### config.mk
export PLATFORM = sky130hd
export DESIGN_NAME = mon_cfg_regs
export DESIGN_NICKNAME = d
export VERILOG_FILES = /design/src/mon_cfg_pkg.sv /design/src/code_cfg_if.sv /design/src/code_decode.sv /design/src/mon_cfg_regs.sv /design/src/tach_limit_check.sv
export VERILOG_INCLUDE_DIRS = /design/src
export SDC_FILE = /design/constraint.sdc
export NUM_CORES = 1
export LEC_CHECK = 0
export BUFFER_PORTS_ARGS = -buffer_cell sky130_fd_sc_hd__buf_2
export CORE_MARGIN = 2
export CORE_UTILIZATION = 48
export DETAILED_ROUTE_END_ITERATION = 16
export PLACE_DENSITY = 0.81
export REMOVE_ABC_BUFFERS = 1
export SYNTH_ARGS = -nofsm -noshare
export SYNTH_HDL_FRONTEND = slang
export SYNTH_SLANG_ARGS = --single-unit
### constraint.sdc
create_clock -name core_clk -period 3.27 [get_ports core_clk]
set_input_delay 0.1635 -clock core_clk [delete_from_list [all_inputs] [get_ports core_clk]]
set_output_delay 0.1635 -clock core_clk [all_outputs]
set_load 0.01 [all_outputs]
### src/mon_cfg_consts.svh
`ifndef MON_CFG_CONSTS_SVH
`define MON_CFG_CONSTS_SVH

// Register offsets on the byte register port
`define ADDR_CTRL_TWO 8'hBD
`define ADDR_THR_SEL 8'hBE

// Reset values
`define CTRL_TWO_RESET 8'h00
`define THR_SEL_RESET 8'h00

// Bit 1 of the threshold register is reserved and reads as zero
`define THR_SEL_WR_MASK 8'hFD

// Decode select codes
`define MODE_SIX 2'h0
`define MODE_SEVEN_EXT 2'h1
`define MODE_SEVEN_LOW 2'h2
`define MODE_SEVEN_HIGH 2'h3

// Voltage levels in 6.25 mV units
`define LVL_TOP 10'h100
`define LVL_MIN_SIX 9'h086
`define LVL_MIN_FINE 9'h085
`define LVL_MIN_WIDE 9'h006

// Tachometer limits
`define NUM_TACH 4
`define TACH_NO_LIMIT 14'h3FFF

`endif

### src/mon_cfg_pkg.sv
package mon_cfg_pkg;

    typedef struct packed {
        logic [1:0] decode_sel;
        logic zone34_half_degree_select;
        logic zone12_half_degree_select;
        logic [3:0] tach_enhanced_enable;
    } ctrl_two_s;

    typedef struct packed {
        logic [3:0] pin_low_threshold;
        logic input9_low_threshold;
        logic input8_low_threshold;
        logic reserved;
        logic cpu_code_pins_low_threshold;
    } thr_sel_s;

    typedef logic [13:0] tach_word_t;
    typedef logic [8:0] code_level_t;

endpackage : mon_cfg_pkg

### src/code_cfg_if.sv
`timescale 1ns/1ps
interface code_cfg_if;
    import mon_cfg_pkg::*;
    logic [1:0] decode_sel;
    logic [7:0] code_pins;
    logic [7:0] code_value;
    code_level_t code_level;
    logic code_in_range;
    modport src (output decode_sel, output code_pins, input code_value, input code_level, input code_in_range);
    modport dst (input decode_sel, input code_pins, output code_value, output code_level, output code_in_range);
endinterface : code_cfg_if

### src/code_decode.sv
`timescale 1ns/1ps
`include "mon_cfg_consts.svh"
module code_decode
    import mon_cfg_pkg::*;
(
    input wire logic core_clk, // System clock
    input wire logic rst_n, // Async reset
    code_cfg_if.dst cfg // Decode select in, results out
);

    logic [7:0] value_reg;
    logic [7:0] value_next;
    code_level_t level_reg;
    code_level_t level_next;
    logic in_range_reg;
    logic in_range_next;
    logic [9:0] scaled;
    logic [9:0] level_wide;
    code_level_t floor_lvl;

    always_comb begin
        value_next = 8'h00;
        scaled = 10'h000;
        floor_lvl = `LVL_MIN_FINE;
        case (cfg.decode_sel)
            `MODE_SIX: begin
                value_next = {2'h0, cfg.code_pins[5:0]};
                scaled = {1'b0, value_next, 1'b0};
                floor_lvl = `LVL_MIN_SIX;
            end
            `MODE_SEVEN_EXT: begin
                value_next = {1'b0, cfg.code_pins[6:0]};
                scaled = {2'h0, value_next};
            end
            `MODE_SEVEN_LOW: begin
                value_next = {1'b0, cfg.code_pins[6:0]};
                scaled = {2'h0, value_next};
            end
            `MODE_SEVEN_HIGH: begin
                value_next = {cfg.code_pins[7:1], 1'b0};
                scaled = {2'h0, value_next};
                floor_lvl = `LVL_MIN_WIDE;
            end
            default: begin
                value_next = 8'h00;
            end
        endcase
        // Code counts down from the top of the range; never underflows
        level_wide = `LVL_TOP - scaled;
        level_next = level_wide[8:0];
        in_range_next = (level_wide >= {1'b0, floor_lvl});
    end

    always_ff @(posedge core_clk or negedge rst_n) begin
        if (!rst_n) begin
            value_reg <= 8'h00;
            level_reg <= 9'h000;
            in_range_reg <= 1'b0;
        end else begin
            value_reg <= value_next;
            level_reg <= level_next;
            in_range_reg <= in_range_next;
        end
    end

    assign cfg.code_value = value_reg;
    assign cfg.code_level = level_reg;
    assign cfg.code_in_range = in_range_reg;

endmodule : code_decode

### src/mon_cfg_regs.sv
`timescale 1ns/1ps
`include "mon_cfg_consts.svh"
module mon_cfg_regs
    import mon_cfg_pkg::*;
(
    input wire logic core_clk, // System clock, 100 MHz
    input wire logic rst_n, // Async reset
    input wire logic [7:0] reg_addr, // Register offset
    input wire logic reg_wr_en, // Write strobe
    input wire logic [7:0] reg_wr_data, // Write data
    input wire logic reg_rd_en, // Read strobe
    output logic reg_wr_hit, // Write hits a register
    output logic [7:0] reg_rd_data, // Read data
    output logic reg_rd_valid, // Read data valid
    output logic reg_rd_hit, // Read hit a register
    input wire logic cycle_start, // Measurement cycle boundary
    output logic settings_pending, // Written, not yet applied
    output logic tach1_enhanced_enable, // Tach 1 enhanced mode
    output logic tach2_enhanced_enable, // Tach 2 enhanced mode
    output logic tach3_enhanced_enable, // Tach 3 enhanced mode
    output logic tach4_enhanced_enable, // Tach 4 enhanced mode
    output logic zone12_half_degree_select, // Tables 1/2 at half degree
    output logic zone34_half_degree_select, // Tables 3/4 at half degree
    output logic [1:0] voltage_code_decode_select, // Active decode select
    output logic cpu_code_pins_low_threshold, // Code pins low thresholds
    output logic input8_low_threshold, // Input 8 low thresholds
    output logic input9_low_threshold, // Input 9 low thresholds
    output logic pin4_low_threshold, // Pin 4 low thresholds
    output logic pin5_low_threshold, // Pin 5 low thresholds
    output logic pin6_low_threshold, // Pin 6 low thresholds
    output logic pin7_low_threshold, // Pin 7 low thresholds
    input wire logic [7:0] cpu_code_pins, // Processor code inputs
    output logic [7:0] code_value, // Decoded code value
    output code_level_t code_level, // Level in 6.25 mV units
    output logic code_in_range, // Level inside mode range
    input wire tach_word_t tach_count [`NUM_TACH], // Tach readings
    input wire tach_word_t tach_limit [`NUM_TACH], // Tach limits
    input wire logic [`NUM_TACH-1:0] tach_done, // Reading valid pulses
    input wire logic [`NUM_TACH-1:0] tach_err_clear, // Error clear pulses
    output logic [`NUM_TACH-1:0] tach_err // Sticky tach errors
);

    // Stored, software-visible values
    ctrl_two_s ctrl_two_reg;
    ctrl_two_s ctrl_two_next;
    thr_sel_s thr_sel_reg;
    thr_sel_s thr_sel_next;
    logic pending_reg;
    logic pending_next;

    // Copies in force for the running cycle
    ctrl_two_s ctrl_act_reg;
    ctrl_two_s ctrl_act_next;
    thr_sel_s thr_act_reg;
    thr_sel_s thr_act_next;

    // Registered pin-side controls
    logic [3:0] tach_en_reg;
    logic [3:0] tach_en_next;
    logic z12_reg;
    logic z12_next;
    logic z34_reg;
    logic z34_next;
    logic [1:0] decode_reg;
    logic [1:0] decode_next;
    logic cpu_thr_reg;
    logic cpu_thr_next;
    logic in8_thr_reg;
    logic in8_thr_next;
    logic in9_thr_reg;
    logic in9_thr_next;
    logic [3:0] pin_thr_reg;
    logic [3:0] pin_thr_next;

    // Read port
    logic [7:0] rd_data_reg;
    logic [7:0] rd_data_next;
    logic rd_valid_reg;
    logic rd_valid_next;
    logic rd_hit_reg;
    logic rd_hit_next;

    logic addr_mapped;
    logic legacy_mode;

    code_cfg_if code_bus ();

    assign addr_mapped = (reg_addr == `ADDR_CTRL_TWO) || (reg_addr == `ADDR_THR_SEL);
    assign reg_wr_hit = reg_wr_en & addr_mapped;

    // Register writes
    always_comb begin
        ctrl_two_next = ctrl_two_reg;
        thr_sel_next = thr_sel_reg;
        // A write in the boundary cycle is not applied yet, so it stays pending
        pending_next = pending_reg & ~cycle_start;
        if (reg_wr_en) begin
            case (reg_addr)
                `ADDR_CTRL_TWO: begin
                    ctrl_two_next = ctrl_two_s'(reg_wr_data);
                    pending_next = 1'b1;
                end
                `ADDR_THR_SEL: begin
                    thr_sel_next = thr_sel_s'(reg_wr_data & `THR_SEL_WR_MASK);
                    pending_next = 1'b1;
                end
                default: begin
                    pending_next = pending_next;
                end
            endcase
        end
    end

    always_ff @(posedge core_clk or negedge rst_n) begin
        if (!rst_n) begin
            ctrl_two_reg <= ctrl_two_s'(`CTRL_TWO_RESET);
            thr_sel_reg <= thr_sel_s'(`THR_SEL_RESET);
            pending_reg <= 1'b0;
        end else begin
            ctrl_two_reg <= ctrl_two_next;
            thr_sel_reg <= thr_sel_next;
            pending_reg <= pending_next;
        end
    end

    // Settings change only at a cycle boundary so no measurement mixes two setups
    always_comb begin
        ctrl_act_next = ctrl_act_reg;
        thr_act_next = thr_act_reg;
        if (cycle_start) begin
            ctrl_act_next = ctrl_two_reg;
            thr_act_next = thr_sel_reg;
        end
    end

    always_ff @(posedge core_clk or negedge rst_n) begin
        if (!rst_n) begin
            ctrl_act_reg <= ctrl_two_s'(`CTRL_TWO_RESET);
            thr_act_reg <= thr_sel_s'(`THR_SEL_RESET);
        end else begin
            ctrl_act_reg <= ctrl_act_next;
            thr_act_reg <= thr_act_next;
        end
    end

    assign legacy_mode = (ctrl_act_reg.decode_sel == `MODE_SIX);

    // Pin-side controls from the copies in force
    always_comb begin
        // Enhanced mode with a 22.5 kHz PWM is the host's to avoid, not checked here
        tach_en_next = ctrl_act_reg.tach_enhanced_enable;
        z12_next = ctrl_act_reg.zone12_half_degree_select;
        z34_next = ctrl_act_reg.zone34_half_degree_select;
        decode_next = ctrl_act_reg.decode_sel;
        cpu_thr_next = thr_act_reg.cpu_code_pins_low_threshold;
        in8_thr_next = thr_act_reg.input8_low_threshold & legacy_mode;
        in9_thr_next = thr_act_reg.input9_low_threshold & legacy_mode;
        pin_thr_next = thr_act_reg.pin_low_threshold;
    end

    always_ff @(posedge core_clk or negedge rst_n) begin
        if (!rst_n) begin
            tach_en_reg <= 4'h0;
            z12_reg <= 1'b0;
            z34_reg <= 1'b0;
            decode_reg <= `MODE_SIX;
            cpu_thr_reg <= 1'b0;
            in8_thr_reg <= 1'b0;
            in9_thr_reg <= 1'b0;
            pin_thr_reg <= 4'h0;
        end else begin
            tach_en_reg <= tach_en_next;
            z12_reg <= z12_next;
            z34_reg <= z34_next;
            decode_reg <= decode_next;
            cpu_thr_reg <= cpu_thr_next;
            in8_thr_reg <= in8_thr_next;
            in9_thr_reg <= in9_thr_next;
            pin_thr_reg <= pin_thr_next;
        end
    end

    // Readback shows the stored value, even before it is applied
    always_comb begin
        rd_data_next = 8'h00;
        rd_hit_next = 1'b0;
        rd_valid_next = reg_rd_en;
        if (reg_rd_en) begin
            case (reg_addr)
                `ADDR_CTRL_TWO: begin
                    rd_data_next = ctrl_two_reg;
                    rd_hit_next = 1'b1;
                end
                `ADDR_THR_SEL: begin
                    rd_data_next = thr_sel_reg;
                    rd_hit_next = 1'b1;
                end
                default: begin
                    rd_data_next = 8'h00;
                end
            endcase
        end
    end

    always_ff @(posedge core_clk or negedge rst_n) begin
        if (!rst_n) begin
            rd_data_reg <= 8'h00;
            rd_valid_reg <= 1'b0;
            rd_hit_reg <= 1'b0;
        end else begin
            rd_data_reg <= rd_data_next;
            rd_valid_reg <= rd_valid_next;
            rd_hit_reg <= rd_hit_next;
        end
    end

    // The decoder sees the same select as the pins, one cycle earlier
    assign code_bus.decode_sel = ctrl_act_reg.decode_sel;
    assign code_bus.code_pins = cpu_code_pins;

    code_decode u_code_decode (
        .core_clk(core_clk),
        .rst_n(rst_n),
        .cfg(code_bus)
    );

    tach_limit_check u_tach_limit_check (
        .core_clk(core_clk),
        .rst_n(rst_n),
        .tach_count(tach_count),
        .tach_limit(tach_limit),
        .tach_done(tach_done),
        .err_clear(tach_err_clear),
        .tach_err(tach_err)
    );

    assign reg_rd_data = rd_data_reg;
    assign reg_rd_valid = rd_valid_reg;
    assign reg_rd_hit = rd_hit_reg;
    assign settings_pending = pending_reg;
    assign tach1_enhanced_enable = tach_en_reg[0];
    assign tach2_enhanced_enable = tach_en_reg[1];
    assign tach3_enhanced_enable = tach_en_reg[2];
    assign tach4_enhanced_enable = tach_en_reg[3];
    assign zone12_half_degree_select = z12_reg;
    assign zone34_half_degree_select = z34_reg;
    assign voltage_code_decode_select = decode_reg;
    assign cpu_code_pins_low_threshold = cpu_thr_reg;
    assign input8_low_threshold = in8_thr_reg;
    assign input9_low_threshold = in9_thr_reg;
    assign pin4_low_threshold = pin_thr_reg[0];
    assign pin5_low_threshold = pin_thr_reg[1];
    assign pin6_low_threshold = pin_thr_reg[2];
    assign pin7_low_threshold = pin_thr_reg[3];
    assign code_value = code_bus.code_value;
    assign code_level = code_bus.code_level;
    assign code_in_range = code_bus.code_in_range;

endmodule : mon_cfg_regs

### src/tach_limit_check.sv
`timescale 1ns/1ps
`include "mon_cfg_consts.svh"
module tach_limit_check
    import mon_cfg_pkg::*;
(
    input wire logic core_clk, // System clock
    input wire logic rst_n, // Async reset
    input wire tach_word_t tach_count [`NUM_TACH], // Latest readings
    input wire tach_word_t tach_limit [`NUM_TACH], // Programmed limits
    input wire logic [`NUM_TACH-1:0] tach_done, // Reading valid pulses
    input wire logic [`NUM_TACH-1:0] err_clear, // Clear pulses
    output logic [`NUM_TACH-1:0] tach_err // Sticky error flags
);

    logic [`NUM_TACH-1:0] err_reg;
    logic err_next [`NUM_TACH];

    genvar ch;
    generate
        for (ch = 0; ch < `NUM_TACH; ch++) begin : g_ch
            always_comb begin
                err_next[ch] = err_reg[ch] & ~err_clear[ch];
                // A new error wins over a clear in the same cycle
                if (tach_done[ch] && (tach_limit[ch] != `TACH_NO_LIMIT) && (tach_count[ch] > tach_limit[ch])) begin
                    err_next[ch] = 1'b1;
                end
            end
        end
    endgenerate

    always_ff @(posedge core_clk or negedge rst_n) begin
        if (!rst_n) begin
            err_reg <= '0;
        end else begin
            for (int k = 0; k < `NUM_TACH; k++) begin
                err_reg[k] <= err_next[k];
            end
        end
    end

    assign tach_err = err_reg;

endmodule : tach_limit_check

Word level (Yosys, flattened, before mapping)

Index checks and enable logic that the tools add are counted.

Input bits: 149
Logic and storage cells: 87
Output and inout port bits: 49
Register bits after elaboration: 78

Mux-type cells: 13
Equality and inequality tests: 9
$lt $le $gt $ge: 5
Bitwise operators: 13
Add/subtract/negate cells: 1
Reductions and logical operators: 14

Operators by type and width:

| operator                | number |
|---|---|
| $gt A14 B14 Y1          | 4 |
| $ne A14 B14 Y1 const B  | 4 |
| $pmux W8 S2             | 2 |
| $pmux W10 S3            | 1 |
| $pmux W8 S3             | 1 |
| $eq A8 B8 Y1 const B    | 2 |
| $ge A10 B8 Y1           | 1 |
| $sub A9 B10 Y10 const A | 1 |
| $and A1 B1 Y1           | 8 |
| $logic_and A1 B1 Y1     | 8 |
| $mux W1                 | 8 |
| $mux W8                 | 1 |
| $not A1 Y1              | 5 |
| $eq A2 B2 Y1 const B    | 2 |
| $reduce_and A2 Y1       | 2 |
| $reduce_or A2 Y1        | 2 |
| $eq A2 B1 Y1 const B    | 1 |
| $logic_not A2 Y1        | 1 |
| $logic_or A1 B1 Y1      | 1 |

Logic depth before layout (Yosys ltp)

Word-level depth: 5
Depth in mapped cells: 12
Depth with buffers taken out: 11

Modules after synthesis

From an unflattened synthesis, not the netlist that was laid out.

Cell total of the unflattened synthesis: 434
Area total of the unflattened synthesis: 4,680.7 um^2

By module, submodules not included:

| module           | seq. area each (um^2) | area each (um^2) | cells each | times used |
|---|---|---|---|---|
| mon_cfg_regs     | 1,401.3               | 1,989.4          | 124        | 1 |
| tach_limit_check | 100.1                 | 1,717.9          | 224        | 1 |
| code_decode      | 450.4                 | 973.4            | 86         | 1 |

Worst setup path before layout

Ideal clock, no wire load.

Path kind: reg2reg
From: reg ctrl_act_reg, in the netlist code_bus.decode_sel[0]
To: reg u_code_decode.in_range_reg, in the netlist u_code_decode.cfg.code_in_range
Buffers on the path: 0
Clock period less this slack: 2.437 ns
Path slack: 0.833 ns
Setup time: 0.131 ns
Required time: 3.139 ns
Cell stages (with the launch flop): 12
Arrival time: 2.307 ns
Cell sequence: dfrtp_1 -> inv_1 -> ha_1 -> nor2_2 -> nor3b_1 -> a21oi_1 -> ha_1 -> ha_1 -> a21oi_1 -> o22ai_1 -> o32ai_1 -> a21oi_2

Word-level cells in the longest chain between the ends: 5
Elaborated cells between the ends (all ways): 9
Classes of those cells: add/sub (1); order compare (1); eq/ne (3); mux (2); reduce/logical (2)

Ends and longest elaborated chain:

| element                                      | line                | text |
|---|---|---|
| start: declaration                           | mon_cfg_regs.sv:52  | `ctrl_two_s ctrl_act_reg;` |
| start signal: assignment                     | mon_cfg_regs.sv:138 | `` ctrl_act_reg <= ctrl_two_s'(`CTRL_TWO_RESET); `` |
| start signal: assignment                     | mon_cfg_regs.sv:141 | `ctrl_act_reg <= ctrl_act_next;` |
| $eq A2 B1 Y1 or $eq A2 B2 Y1 (tied branches) | code_decode.sv:25   | `case (cfg.decode_sel)` |
| $reduce_or A2 Y1 (no source line)            | -                   |  |
| $pmux W10 S3 (*)                             | code_decode.sv:25   |  |
| $sub A9 B10 Y10 (no source line) (*)         | -                   |  |
| net u_code_decode.level_wide[1]              | code_decode.sv:18   | `logic [9:0] level_wide;` |
| $ge A10 B8 Y1 (*)                            | code_decode.sv:51   | `in_range_next = (level_wide >= {1'b0, floor_lvl});` |
| net u_code_decode.in_range_next              | code_decode.sv:16   | `logic in_range_next;` |
| end signal: assignment                       | code_decode.sv:62   | `in_range_reg <= in_range_next;` |
| end: declaration                             | code_decode.sv:15   | `logic in_range_reg;` |

The timed path passes the listed nets; every way through them passes the cells marked *. The select of a mux whose other input is x is not followed.
A chain may end at the register's enable or synchronous reset.

Worst setup path in the final report

From: reg ctrl_act_reg, in the netlist code_bus.decode_sel[1]
To: reg u_code_decode.in_range_reg, in the netlist u_code_decode.cfg.code_in_range

Same word-level chain as after synthesis.

==> results.json <==
{
  "final_cell_mix": "buf_2, dfrtp_1, inv_1",
  "slew_headroom": 0.372,
  "cts_buffer_depth": 2,
  "drv_cap": 0,
  "met2_length_um": 5650,
  "grt_pass1_wl_um": 17200,
  "hpwl_um": 8930,
  "die_w_um": 102,
  "ir_drop_uv": 388,
  "drtIter0Drc": 115,
  "synth_edf_count": 0,
  "outcome": "finished clean",
  "hold_violations": 0,
  "dieArea_sq_um": 10400,
  "synth_seq_cells": 78,
  "setup_ws_ns": 0.355,
  "path_max_fanout": 18,
  "pin_count": 198,
  "clock-sinks": 78,
  "netlist_instances": 426,
  "routedWlPerCell_um": 14.1,
  "powerDensity_nw_per_um2": 375,
  "dp_slack_ns": 0.375,
  "worstSkewPairLatency_ns": 0.34,
  "synth.cell_area_sq_um": 4590,
  "synth_top_family_by_area": "adder cells",
  "fmax_mhz": 343,
  "rsz0062_at_grt": "no",
  "dr.pass1.iters": 4,
  "ys_types": 49,
  "drt-met1-wl_um": 4360,
  "root_buffer": "clkbuf_8",
  "synth_xor_area_frac": 0.0131,
  "cts_made_buffers": 9,
  "fp.dieH_um": 102,
  "arrival_ns": 3.13,
  "synth.top_cells.by_area": "dfrtp_1, ha_1, mux2_2",
  "finalNonFillerCells": 772,
  "path_clk_slew_ns": 0.08,
  "period_share": 0.891,
  "synth_compound_area_frac": 0.128,
  "wirelength_um": 10900,
  "wl_met3_um": 653,
  "fin_tns_setup_ns": 0,
  "io_buffer_count": 197,
  "fin_nets": 851,
  "coreArea_sq_um": 9240,
  "synthSimpleGateAreaFrac": 0.125,
  "holdPathStages": 2,
  "viasPerCell": 5.06,
  "drc": 0,
  "ys_seq_area_frac": 0.426,
  "htreeDepth": 3,
  "async_flop_share": 1.00,
  "muxShareOfSynthArea": 0.0709,
  "startpoint_type": "flop",
  "ys.warnings.count": 0,
  "syn2layout_area_growth_pct": 30.7,
  "holdCritPathClass": "input port to flop",
  "largest_reg_flops": 9,
  "place.gp.congestion": 0.957,
  "ys.flop_type": "dfrtp_1",
  "post_cts_buffers": 0,
  "avgSynthCellArea_sq_um": 10.8,
  "highest_layer": "met4",
  "r2r_cells": 11,
  "grt_max_degree": 79,
  "synthAdderAreaFrac": 0.175,
  "final.setup_skew_ns": 0.00964,
  "overflow": 0,
  "cts_tree": "done",
  "finalCriticalPeriod_ns": 2.92,
  "slew_viol_final": 0,
  "setup_violations": 0,
  "drive_gt1_frac": 0.407,
  "critPathKind": "flop to flop",
  "p_leak_nw": 3.49,
  "placed_area_sq_um": 5710,
  "dp.cells": 748,
  "required_ns": 3.48,
  "diodes": 0,
  "via_count": 3904,
  "rrSetupSlack_ns": 0.35,
  "final_common_cell": "buf_2",
  "ant_nets": 0,
  "antenna_found_initial": 0,
  "yosysTopAreaCell": "dfrtp_1",
  "n_fill_cell": 745,
  "stdcell_area_sq_um": 5990,
  "grt.total_usage": 0.210,
  "worstMarginPinSlew_ns": 0.941,
  "end_kind": "flop",
  "synth_top_area_frac": 0.426,
  "row_count": 35,
  "start_util": 0.496,
  "grt_pass1_vias": 3915
}
[power breakdown]
| group | total, mW | leakage (nW) | switching, mW | internal (mW) |
|---|---|---|---|---|
| logic | 0.478 | 2.35 | 0.250 | 0.227 |
| registers | 1.04 | 1.04 | 0.0226 | 1.02 |
| clock network | 0.731 | 0.103 | 0.352 | 0.379 |
| total | 2.25 | 3.49 | 0.625 | 1.62 |
[worst paths after layout]
path,start,to
max reg2reg,code_bus.decode_sel[1],u_code_decode.cfg.code_in_range
min in group asynchronous,rst_n,tach_en_next[1]
max in group asynchronous,rst_n,voltage_code_decode_select[0]
min,tach_err_clear[1],u_tach_limit_check.tach_err[1]
min reg2reg,tach_en_next[3],tach_en_reg[3]
max,code_bus.decode_sel[1],u_code_decode.cfg.code_in_range
[stage by stage]
stage                util  power [mW]  hold slack (ns)
floorplan               -        1.31           -0.132
global placement    0.617        1.51            0.298
detailed placement  0.617        1.53            0.305
CTS                 0.648        2.28           0.0285
global route        0.648        2.38           0.0314
finish              0.648        2.25           0.0474
[synthesized netlist by cell type, drive strengths merged (4+ instances only)]
cell type,n
dfrtp,78
inv,68
ha,64
mux2,28
nand4,25
a21oi,23
nand2,23
a21o,20
nor2,18
o21ai,14
a22o,7
nor3b,5
nor4,5
o41ai,4
xor2,4
[logic make-up (layout without fill, tap and decap cells)]
family | after synthesis | count (layout)
flip-flops | 78 | 78
AO/OA/AOI/OAI | 82 | 82
multiplexers | 29 | 29
buffers and inverters | 72 | 289
adder cells (fa/ha/maj) | 64 | 64
AND/OR/NAND/NOR | 95 | 95
XOR/XNOR | 6 | 6
[critical path, cell delays in order, from the launching register on]
cell      delay, ns
dfrtp_1        0.42
inv_1          0.11
ha_1           0.62
nand2b_4       0.30
a22oi_4        0.10
nor3_4         0.25
nand3_1        0.14
xnor2_1        0.17
ha_1           0.21
or2_1          0.25
nor3_2         0.13
a21oi_2        0.08
[timing repair]
| item | in CTS | in global routing |
|---|---|---|
| endpoints found under the hold margin | 68 | 0 |
| hold buffers | 8 | 0 |
| resized for setup | 0 | 0 |
[routing by layer]
layer | vias up | GRT usage
met5 | - | 0
met4 | 0 | 0.0696
met3 | 24 | 0.0483
met2 | 121 | 0.385
met1 | 1818 | 0.240
li1 | 1941 | -
[layout make-up]
| class | instances | area, sq um | area share |
|---|---|---|---|
| Clock buffer | 10 | 138 | 0.0230 |
| Clock inverter | 6 | 68.8 | 0.0115 |
| Inverter | 68 | 255 | 0.0426 |
| Multi-Input combinational cell | 276 | 2350 | 0.392 |
| Sequential cell | 78 | 1950 | 0.326 |
| Tap cell | 129 | 161 | 0.0269 |
| Timing Repair Buffer | 205 | 1070 | 0.178 |
Note: power is estimated with default switching activity, not from simulation.
